## src/core/port_defs.vh

```
/*
 * Register map, field positions and reset values of the four-bit port.
 * Assumes an APB master with 32-bit data and word-aligned registers.
 */
`ifndef PORT_DEFS_VH
`define PORT_DEFS_VH
// What this block does
// - Four pins; pins 0 to 2 each usable as input or output under its own direction bit.
// - A direction bit of one makes the pin an input with its driver off.
// - A direction bit of zero drives the pin from its output latch.
// - One pin is input only and its direction bit always reads one.
// - Data reads return pin levels while data writes load the latch.
// - Each data write stores a read-modify-write of the pin levels.
// - The input-only pin reads zero while its external reset use is on.
// - An analog-selected pin reads zero on every digital read.
// - Analog select leaves the digital output path untouched.
// - Direction bits govern the drivers even on analog pins.
// - Reset sets every analog-select bit; software clears it for digital use.
// - Pin outputs come only from the latch, with no peripheral mux.

`define PORT_DATA_ADDR    12'h000
`define PORT_DIR_ADDR     12'h004
`define PORT_ANALOG_INPUT_SELECT_ADDR   12'h008
`define PORT_LATCH_ADDR   12'h00C
`define PORT_CFG_ADDR     12'h010

`define PORT_WIDTH        4
`define PORT_IN_ONLY_BIT  3
`define PORT_CFG_RSTEN_BIT 0

`define PORT_DIR_RST      4'hF
`define PORT_ANALOG_INPUT_SELECT_RST    4'hF
`define PORT_LATCH_RST    4'h0
`define PORT_CFG_RST      1'b0
`endif

```

## src/core/port_gpio.v

```verilog
/*
 * Four-bit bidirectional port with per-pin direction, latch and analog
 * select, reached over APB. Pin inputs are taken as synchronous to pclk.
 */
`timescale 1ns/1ps
`include "port_defs.vh"

module port_gpio #(
	parameter W = `PORT_WIDTH
) (
	input  wire          pclk,
	input  wire          presetn,
	input  wire          psel,
	input  wire          penable,
	input  wire          pwrite,
	input  wire [11:0]   paddr,
	input  wire [31:0]   pwdata,
	output reg  [31:0]   prdata,
	output reg           pready,
	output reg           pslverr,
	input  wire [W-1:0]  pin_in,
	output reg  [W-1:0]  pin_out,
	output reg  [W-1:0]  pin_oe
);

////////////////////////////////////////////////////////////////////////////
// Bus decode and write fields

localparam [11:0]  ADDR_DATA  = `PORT_DATA_ADDR;
localparam [11:0]  ADDR_DIR   = `PORT_DIR_ADDR;
localparam [11:0]  ADDR_ANALOG_INPUT_SELECT = `PORT_ANALOG_INPUT_SELECT_ADDR;
localparam [11:0]  ADDR_LATCH = `PORT_LATCH_ADDR;
localparam [11:0]  ADDR_CFG   = `PORT_CFG_ADDR;
localparam         IN_ONLY    = `PORT_IN_ONLY_BIT;
localparam         RSTEN_BIT  = `PORT_CFG_RSTEN_BIT;

localparam [W-1:0] DIR_RST    = `PORT_DIR_RST;
localparam [W-1:0] ANALOG_INPUT_SELECT_RST  = `PORT_ANALOG_INPUT_SELECT_RST;
localparam [W-1:0] LATCH_RST  = `PORT_LATCH_RST;

wire         setup;
wire         access;
wire         wr_go;
wire         rd_go;
wire         sel_data;
wire         sel_dir;
wire         sel_analog_input_select;
wire         sel_latch;
wire         sel_cfg;
wire         sel_hit;
wire [W-1:0] wr_value;
wire [W-1:0] wr_mask;
wire         wr_rsten;

wire [W-1:0] digital_in;
wire [W-1:0] dir_view;
wire [W-1:0] analog_input_select_vec;
wire [W-1:0] latch_vec;

reg          rsten_q;
reg          rsten_d;
reg  [31:0]  rdata_d;
reg          pready_d;
reg          pslverr_d;
reg  [31:0]  prdata_d;
reg  [W-1:0] pin_out_d;
reg  [W-1:0] pin_oe_d;

assign setup     = psel & ~penable;
// Writes land only at the edge where the master sees pready
assign access    = psel & penable & pready;
assign wr_go     = access & pwrite;
assign rd_go     = setup & ~pwrite;

// Address decode; any other address is refused
assign sel_data  = (paddr == ADDR_DATA);
assign sel_dir   = (paddr == ADDR_DIR);
assign sel_analog_input_select = (paddr == ADDR_ANALOG_INPUT_SELECT);
assign sel_latch = (paddr == ADDR_LATCH);
assign sel_cfg   = (paddr == ADDR_CFG);
assign sel_hit   = sel_data | sel_dir | sel_analog_input_select | sel_latch | sel_cfg;

// Write fields: data writes carry a bit-select mask above the values
assign wr_value  = pwdata[W-1:0];
assign wr_mask   = pwdata[2*W-1:W];
assign wr_rsten  = pwdata[RSTEN_BIT];

////////////////////////////////////////////////////////////////////////////
// Configuration: external reset use of the input-only pin

// Reset use blanks that pin's read level, which unmasked data writes also copy into its latch
always @* begin
	rsten_d = rsten_q;
	if (wr_go && sel_cfg) begin
		rsten_d = wr_rsten;
	end
end

always @(posedge pclk or negedge presetn) begin
	if (!presetn) begin
		rsten_q <= `PORT_CFG_RST;
	end else begin
		rsten_q <= rsten_d;
	end
end

////////////////////////////////////////////////////////////////////////////
// Per-pin state

genvar i;
generate
	for (i = 0; i < W; i = i + 1) begin : g_pin
		reg  dir_bit_q;
		reg  dir_bit_d;
		reg  analog_input_select_bit_q;
		reg  analog_input_select_bit_d;
		reg  latch_bit_q;
		reg  latch_bit_d;
		wire level;
		wire view_dir;
		wire dir_we;
		wire analog_input_select_we;
		wire data_we;
		wire latch_we;
		wire value_bit;
		wire mask_bit;

		assign dir_we    = wr_go & sel_dir;
		assign analog_input_select_we  = wr_go & sel_analog_input_select;
		assign data_we   = wr_go & sel_data;
		assign latch_we  = wr_go & sel_latch;
		assign value_bit = wr_value[i];
		assign mask_bit  = wr_mask[i];

		// Direction bit
		always @* begin
			dir_bit_d = dir_bit_q;
			if (dir_we) begin
				dir_bit_d = value_bit;
			end
		end

		always @(posedge pclk or negedge presetn) begin
			if (!presetn) begin
				dir_bit_q <= DIR_RST[i];
			end else begin
				dir_bit_q <= dir_bit_d;
			end
		end

		// Analog select bit
		always @* begin
			analog_input_select_bit_d = analog_input_select_bit_q;
			if (analog_input_select_we) begin
				analog_input_select_bit_d = value_bit;
			end
		end

		always @(posedge pclk or negedge presetn) begin
			if (!presetn) begin
				analog_input_select_bit_q <= ANALOG_INPUT_SELECT_RST[i];
			end else begin
				analog_input_select_bit_q <= analog_input_select_bit_d;
			end
		end

		// Output latch; unselected bits take the pin level, not the latch,
		// so an analog output pin loses its latch value on a data write
		always @* begin
			latch_bit_d = latch_bit_q;
			if (data_we) begin
				if (mask_bit) begin
					latch_bit_d = value_bit;
				end else begin
					latch_bit_d = digital_in[i];
				end
			end else if (latch_we) begin
				latch_bit_d = value_bit;
			end
		end

		always @(posedge pclk or negedge presetn) begin
			if (!presetn) begin
				latch_bit_q <= LATCH_RST[i];
			end else begin
				latch_bit_q <= latch_bit_d;
			end
		end

		// Digital read path
		if (i == IN_ONLY) begin : g_in_only
			// Stored direction bit is ignored: this pin never drives
			assign view_dir = 1'b1;
			assign level    = pin_in[i] & ~analog_input_select_bit_q & ~rsten_q;
		end else begin : g_bidir
			assign view_dir = dir_bit_q;
			assign level    = pin_in[i] & ~analog_input_select_bit_q;
		end

		assign dir_view[i]   = view_dir;
		assign analog_input_select_vec[i]  = analog_input_select_bit_q;
		assign latch_vec[i]  = latch_bit_q;
		assign digital_in[i] = level;
	end
endgenerate

////////////////////////////////////////////////////////////////////////////
// Register read words

wire [31:0]  data_word;
wire [31:0]  dir_word;
wire [31:0]  analog_input_select_word;
wire [31:0]  latch_word;
wire [31:0]  cfg_word;

assign data_word  = {{(32-W){1'b0}}, digital_in};
assign dir_word   = {{(32-W){1'b0}}, dir_view};
assign analog_input_select_word = {{(32-W){1'b0}}, analog_input_select_vec};
assign latch_word = {{(32-W){1'b0}}, latch_vec};
assign cfg_word   = {31'h00000000, rsten_q} << RSTEN_BIT;

////////////////////////////////////////////////////////////////////////////
// Read mux

always @* begin
	rdata_d = 32'h00000000;
	case (paddr)
		ADDR_DATA: begin
			rdata_d = data_word;
		end

		ADDR_DIR: begin
			rdata_d = dir_word;
		end

		ADDR_ANALOG_INPUT_SELECT: begin
			rdata_d = analog_input_select_word;
		end

		ADDR_LATCH: begin
			rdata_d = latch_word;
		end

		ADDR_CFG: begin
			rdata_d = cfg_word;
		end

		default: begin
			rdata_d = 32'h00000000;
		end
	endcase
end

////////////////////////////////////////////////////////////////////////////
// APB answer: one access cycle after every setup, no wait states

// Next state
always @* begin
	pready_d  = setup;
	pslverr_d = setup & ~sel_hit;
	prdata_d  = prdata;
	if (rd_go) begin
		prdata_d = rdata_d;
	end
end

always @(posedge pclk or negedge presetn) begin
	if (!presetn) begin
		pready  <= 1'b0;
		pslverr <= 1'b0;
	end else begin
		pready  <= pready_d;
		pslverr <= pslverr_d;
	end
end

// Read data holds until the next read, so it stands in the access cycle
always @(posedge pclk or negedge presetn) begin
	if (!presetn) begin
		prdata <= 32'h00000000;
	end else begin
		prdata <= prdata_d;
	end
end

////////////////////////////////////////////////////////////////////////////
// Pin drivers: latch only, analog select plays no part

// Next state
always @* begin
	pin_out_d = latch_vec;
	pin_oe_d  = ~dir_view;
end

always @(posedge pclk or negedge presetn) begin
	if (!presetn) begin
		pin_out <= {W{1'b0}};
		pin_oe  <= {W{1'b0}};
	end else begin
		pin_out <= pin_out_d;
		pin_oe  <= pin_oe_d;
	end
end

endmodule // port_gpio

```

## config.mk

```make
export PLATFORM = sky130hd
export DESIGN_NAME = port_gpio
export DESIGN_NICKNAME = d
export VERILOG_FILES = /design/src/core/port_gpio.v
export VERILOG_INCLUDE_DIRS = /design/src /design/src/core
export SDC_FILE = /design/constraint.sdc
export NUM_CORES = 1
export LEC_CHECK = 0
export BUFFER_PORTS_ARGS = -buffer_cell sky130_fd_sc_hd__buf_4
export CAP_MARGIN = 10
export CELL_PAD_IN_SITES_DETAIL_PLACEMENT = 1
export CELL_PAD_IN_SITES_GLOBAL_PLACEMENT = 2
export CORE_ASPECT_RATIO = 0.8
export CORE_MARGIN = 2
export CORE_UTILIZATION = 24
export CTS_BUF_LIST = sky130_fd_sc_hd__clkbuf_2 sky130_fd_sc_hd__clkbuf_4 sky130_fd_sc_hd__clkbuf_8
export DETAILED_ROUTE_END_ITERATION = 16
export MAX_ROUTING_LAYER = met4
export PLACE_DENSITY = 0.79
export SLEW_MARGIN = 10
export SYNTH_ARGS = -nofsm -noshare
export SYNTH_HDL_FRONTEND = slang
export SYNTH_SLANG_ARGS = --single-unit
```

## constraint.sdc

```tcl
create_clock -name pclk -period 1.6 [get_ports pclk]
set_input_delay 0.32 -clock pclk [delete_from_list [all_inputs] [get_ports pclk]]
set_output_delay 0.32 -clock pclk [all_outputs]
set_load 0.02 [all_outputs]
```

; ---- Yosys cells after proc, flatten, opt, wreduce, memory -nomap -nowiden
; Index checks and enable logic that the tools add are counted.
[totals]
mem_count = 0
latchBits = 0
ram_bits = 0
inputBits = 53
rom_bits = 0
out_inout_bits = 42
register_bits = 54
elab_cells = 65
[op_classes]
shift = 0
n_mul = 0
addsub = 0
reduce_logical = 3
eq_ne = 4
n_div = 0
magnitude_cmp = 0
n_mux = 13
bitwise = 28
[op_table]
columns = operator, n
row1 = 12-bit by 4-bit == test with 1-bit output (second input constant), 2
row2 = 4-bit case mux with 5 select lines, 1
row3 = 1-bit bitwise AND, 15
row4 = 12-bit by 3-bit == test with 1-bit output (second input constant), 1
row5 = 12-bit by 5-bit == test with 1-bit output (second input constant), 1
row6 = 12-bit zero test, 1
row7 = 1-bit two-way mux, 12
row8 = 1-bit NOT, 8
row9 = 4-bit NOT, 1
row10 = 1-bit bitwise OR, 4
row11 = 2-bit nonzero test, 1
row12 = 1-bit logical AND, 1

; ---- Logic depth before layout (Yosys ltp)
[depth]
ltp_word = 7
depth_mapped = 5
mapped_depth_nobuf = 4

; ---- Least setup slack after synthesis
; No wires, ideal clock.
[synth_path]
path_kind = in2reg
startpoint = in paddr[1]
endpoint = reg g_pin[0].latch_bit_q
setup_time_ns = 0.128
path_buffers = 0
cell_stages = 4
t_arrival_ns = 1.499
setup_slack_ns = -0.027
required_ns = 1.472
path_cell_list = nor3_1 -> nand3_4 -> a2111o_1 -> mux2_1
[synth_between]
elab_chain_len = 3
elab_cells_between_ends = 6
cone_classes = eq/ne: 1 / mux: 1 / bitwise: 2 / reduce/logical: 2
[synth_lines]
columns = element, line_no
row1 = from (decl), port_gpio.v:16  ; input wire [11:0] paddr,
row2 = 12-bit by 4-bit == test with 1-bit output or 12-bit zero test (tied branches), "port_gpio.v:79, port_gpio.v:76"
row3 = "1-bit bitwise AND, on equally long branches", "port_gpio.v:131, port_gpio.v:130"
row4 = 2-bit nonzero test (no source line) or 1-bit two-way mux (tied branches), -
row5 = to (signal assigned), port_gpio.v:184  ; latch_bit_q <= LATCH_RST[i];
row6 = to (signal assigned), port_gpio.v:186  ; latch_bit_q <= latch_bit_d;
row7 = to (decl), port_gpio.v:117  ; reg latch_bit_q;
; Several ways; a longest one is shown, not always the timed one.
; A chain may end at the register's enable or synchronous reset.

; ---- Worst setup path after layout
[layout_path]
startpoint = in paddr[9]
endpoint = reg g_pin[3].latch_bit_q
[layout_between]
elab_chain_len = 3
elab_cells_between_ends = 6
cone_classes = eq/ne: 1 / mux: 1 / bitwise: 2 / reduce/logical: 2
[layout_lines]
columns = element, line_no
row1 = 12-bit by 4-bit == test with 1-bit output or 12-bit zero test (tied branches), "port_gpio.v:79, port_gpio.v:76"
row2 = "1-bit bitwise AND, on equally long branches", "port_gpio.v:131, port_gpio.v:130"
row3 = 2-bit nonzero test (no source line) or 1-bit two-way mux (tied branches), -
row4 = to (signal assigned), port_gpio.v:184
row5 = to (signal assigned), port_gpio.v:186
row6 = to (decl), port_gpio.v:117
; Several ways; a longest one is shown, not always the timed one.

==> metrics.txt <==
result of the run complete, no violations; pwr dens 670 mW/mm²; total number of yosys warnings 0; post-detailed-route via-to-cell ratio 3.91; synthesized-area fraction occupied by ao, oa, aoi and oai cells 10.9%; element type at the critical path end flop; cell internal pwr 890 µW; largest area contributor in the synthesized netlist sky130_fd_sc_hd__dfrtp_1; DP Wirelength 2550 µm; required time of the critical path 1.75 ns; setup ws final 0.0533 ns; Synth area leaders sky130_fd_sc_hd__dfrtp_1, sky130_fd_sc_hd__buf_4, sky130_fd_sc_hd__dfstp_2, sky130_fd_sc_hd__mux2_1, sky130_fd_sc_hd__nor4_4; share of final-layout standard cells stronger than drive strength 1 37.7%; predominant post-synthesis flop cell sky130_fd_sc_hd__dfrtp_1; fmax 647 MHz; area of the core 0.00556 mm²; dominant combinational cell family by area after synthesis buffers and inverters; number of global-route vias before repair 994; post-layout utilization of the core 33.0%; post-synthesis cell area 0.00141 mm²; total number of vias 1021; worst hold slack 0.227 ns; chip height 72.7 µm; share of synthesized area spent on multiplexers 11.7%; highest-delay cell along the critical path sky130_fd_sc_hd__a2111o_1; Final Critical Period 1.55 ns; kind of launch point of the worst setup path input port; violation count after the first detailed-route iteration 43; Worst Path Arrival 1.70 ns; Initial Util 25.5%; adder-cell share of the synthesized area 0%; Pleak 0.000875 µW; Final Cycle Share 96.7%; site row count 24; post-DR wirelength/cell 12.3 µm; setup repair bufs after CTS 0; number of failing hold endpoints at the final stage 0; first-pass detailed-route iteration total 4; worst skew pair latency 0.27 ns; post-placement worst setup slack -0.266 ns; Max Slew Vio Count 0; proportion of power drawn by flip-flops and latches 51.8%; net switching share of the total power 27.5%; biggest fanout along the worst timing path 5; highest ir drop seen on vdd 253 µV; critical path's top delay family simple AND/OR/NAND/NOR gates; buffer and inverter count on the worst path 1; Maximum Capacitance Violations 0; worst setup slack for register-to-register paths 0.10 ns; chain of cells forming the critical path buf_4 > nor4_4 > nand3_4 > a2111o_1 > mux2_1; clk sinks 25; wire length of the first global-routing pass 5080 µm; xor/xnor cell area share of the yosys netlist 0%; antenna cells 0; Setup Crit Path Kind input port to flop; detailed-route wire length 3220 µm; CTS clk-pin slew, worst paths 0.09 ns; Clk pwr share 30.6%; Nets 237; number of antenna violations at the first check in global routing 0; largest incremental delay on the critical path 0.45 ns; final standard cell count with taps included and fillers excluded 261; Area Growth Syn to Fin 29.6%; overall global routing resource usage 10.3%; power dissipated by switching net loads 338 µW; Avg Synthesized Cell Area 10.8 µm²; final worst clock skew 0.00238 ns; Simple-Gate Fraction of Synth Area 14.2%; final setup violation count 0; buffer cell driving the clock tree root sky130_fd_sc_hd__clkbuf_8; class of the most critical hold timing path input port to flop; RSZ-0062 raised after global routing no; Async S/R FF share, synth 100%; die area 0.00652 mm²; total of buffers placed on input and output ports 41; clock buffers created by TritonCTS 3; share of synthesized area occupied by flip-flops and latches 44.9%; number of enable-type register cells in the synthesized netlist 0; share of the synthesized area in the top cell type 31.9%; logic gate share of total power 17.5%; sum of negative setup slack 0 ns; DRC errors left 0; Cells after Synth 131; GP Congestion 0.752; CTS tree done; number of distinct standard cells referenced by the synthesized netlist 32; maximum root-to-sink buffer count 2; x dimension of the die 89.8 µm; number of levels the H-tree was split into 1; register bit count reported by yosys 25; number of instances in the placed design 256; total global routing overflow 0; Antenna Violating Nets Remaining 0; number of I/O pins 95; maximum number of pins on one net before global-route repair 26
## logic make-up (layout without fill, tap and decap cells)
kind of cell,count (synthesis),count (layout)
buffers and inverters,39,63
and+or+nand+nor,28,28
DFF,25,25
AOI/OAI and AO/OA,23,23
muxes,15,15
other,1,29
## worst paths after layout
check                      cells after the start                             start                                        endpoint
hold / removal                                 2                           penable                                pready$_DFF_PN0_
setup reg to reg                               3                  pready$_DFF_PN0_                g_pin[3].latch_bit_q$_DFFE_PN0P_
setup / recovery                               5                          paddr[9]                g_pin[3].latch_bit_q$_DFFE_PN0P_
max in group asynchronous                      2                           presetn  g_pin[0].analog_input_select_bit_q$_DFFE_PN1P_
hold reg to reg                                0  g_pin[2].latch_bit_q$_DFFE_PN0P_                            pin_out[2]$_DFF_PN0_
min in group asynchronous                      2                           presetn                            pin_out[1]$_DFF_PN0_
## power by group through the flow
| stage | clock network [µW] | logic [µW] | registers, µW |
|---|---|---|---|
| 2_1_floorplan | 0 | 160 | 652 |
| 3_3_place_gp | 0 | 212 | 648 |
| 3_5_place_dp | 0 | 214 | 648 |
| 4_1_cts | 398 | 217 | 637 |
| 5_1_grt | 423 | 235 | 637 |
| 6_report | 376 | 215 | 636 |
## area by class of cell
class / instances / area [µm²]
clock inverters: 1 / 5.00
repair buffers: 52 / 393
inverters: 7 / 26.3
clock buffers: 3 / 41.3
well taps: 78 / 97.6
multi-input cells: 95 / 634
fillers: 652 / 3720
flip-flops and latches: 25 / 636
## cells in the final DEF, fill, tap and decap left out, drive strengths merged, types with 3 or more instances in the layout
master and instances:
buf 51, conb 29, dfrtp 18, mux2 12, o21ai 8, inv 7, nand2 7, dfstp 7
nand2b 5, nor4 4, a21oi 3, o41ai 3, mux2i 3, clkbuf 3
## cells in the mapped netlist (2+ instances only)
master                      n
sky130_fd_sc_hd__a211oi_1   2
sky130_fd_sc_hd__a21o_1     2
sky130_fd_sc_hd__a21oi_1    3
sky130_fd_sc_hd__buf_1      2
sky130_fd_sc_hd__buf_4     29
sky130_fd_sc_hd__dfrtp_1   18
sky130_fd_sc_hd__dfstp_2    7
sky130_fd_sc_hd__inv_1      7
sky130_fd_sc_hd__mux2_1    12
sky130_fd_sc_hd__mux2i_1    3
sky130_fd_sc_hd__nand2_1    7
sky130_fd_sc_hd__nand2b_1   5
sky130_fd_sc_hd__nor2_1     2
sky130_fd_sc_hd__nor2b_1    2
sky130_fd_sc_hd__nor3b_1    2
sky130_fd_sc_hd__nor4_4     2
sky130_fd_sc_hd__o21ai_0    5
sky130_fd_sc_hd__o21ai_1    3
sky130_fd_sc_hd__o31ai_1    2
sky130_fd_sc_hd__o41ai_1    3
sky130_fd_sc_hd__or3_1      2
## registers in the layout, summed over array words and instances, names as in the netlist
signal                           flops
g_pin.analog_input_select_bit_q      4
g_pin.dir_bit_q                      3
g_pin.latch_bit_q                    4
pin_oe                               3
pin_out                              4
prdata                               4
pready                               1
pslverr                              1
rsten_q                              1
## layer usage
layer / vias up / track usage, % / share of wire [%]
li1: 502 / - / -
met1: 487 / 13.2 / 45
met2: 30 / 16.0 / 48
met3: 2 / 3.82 / 6.1
met4: 0 / 1.54 / 0.56
met5: - / - / 0
## worst register-to-register path, stage by stage, from the launching register on
cell	delay, ns
sky130_fd_sc_hd__dfrtp_2	0.36
sky130_fd_sc_hd__nand4_1	0.12
sky130_fd_sc_hd__a2111o_1	0.55
sky130_fd_sc_hd__mux2_1	0.35
## what timing repair did
action                                 in CTS  in global routing
resized for setup                           0                  0
hold buffers                                1                  0
endpoints found under the hold margin      18                  0
## stage by stage
stage               cell area (µm²)  total power [µW]
floorplan                      1530               812
global placement               1780               860
detailed placement             1780               863
CTS                            1830              1250
global route                   1830              1300
finish                         1830              1230
(Power assumes the default switching activity.)
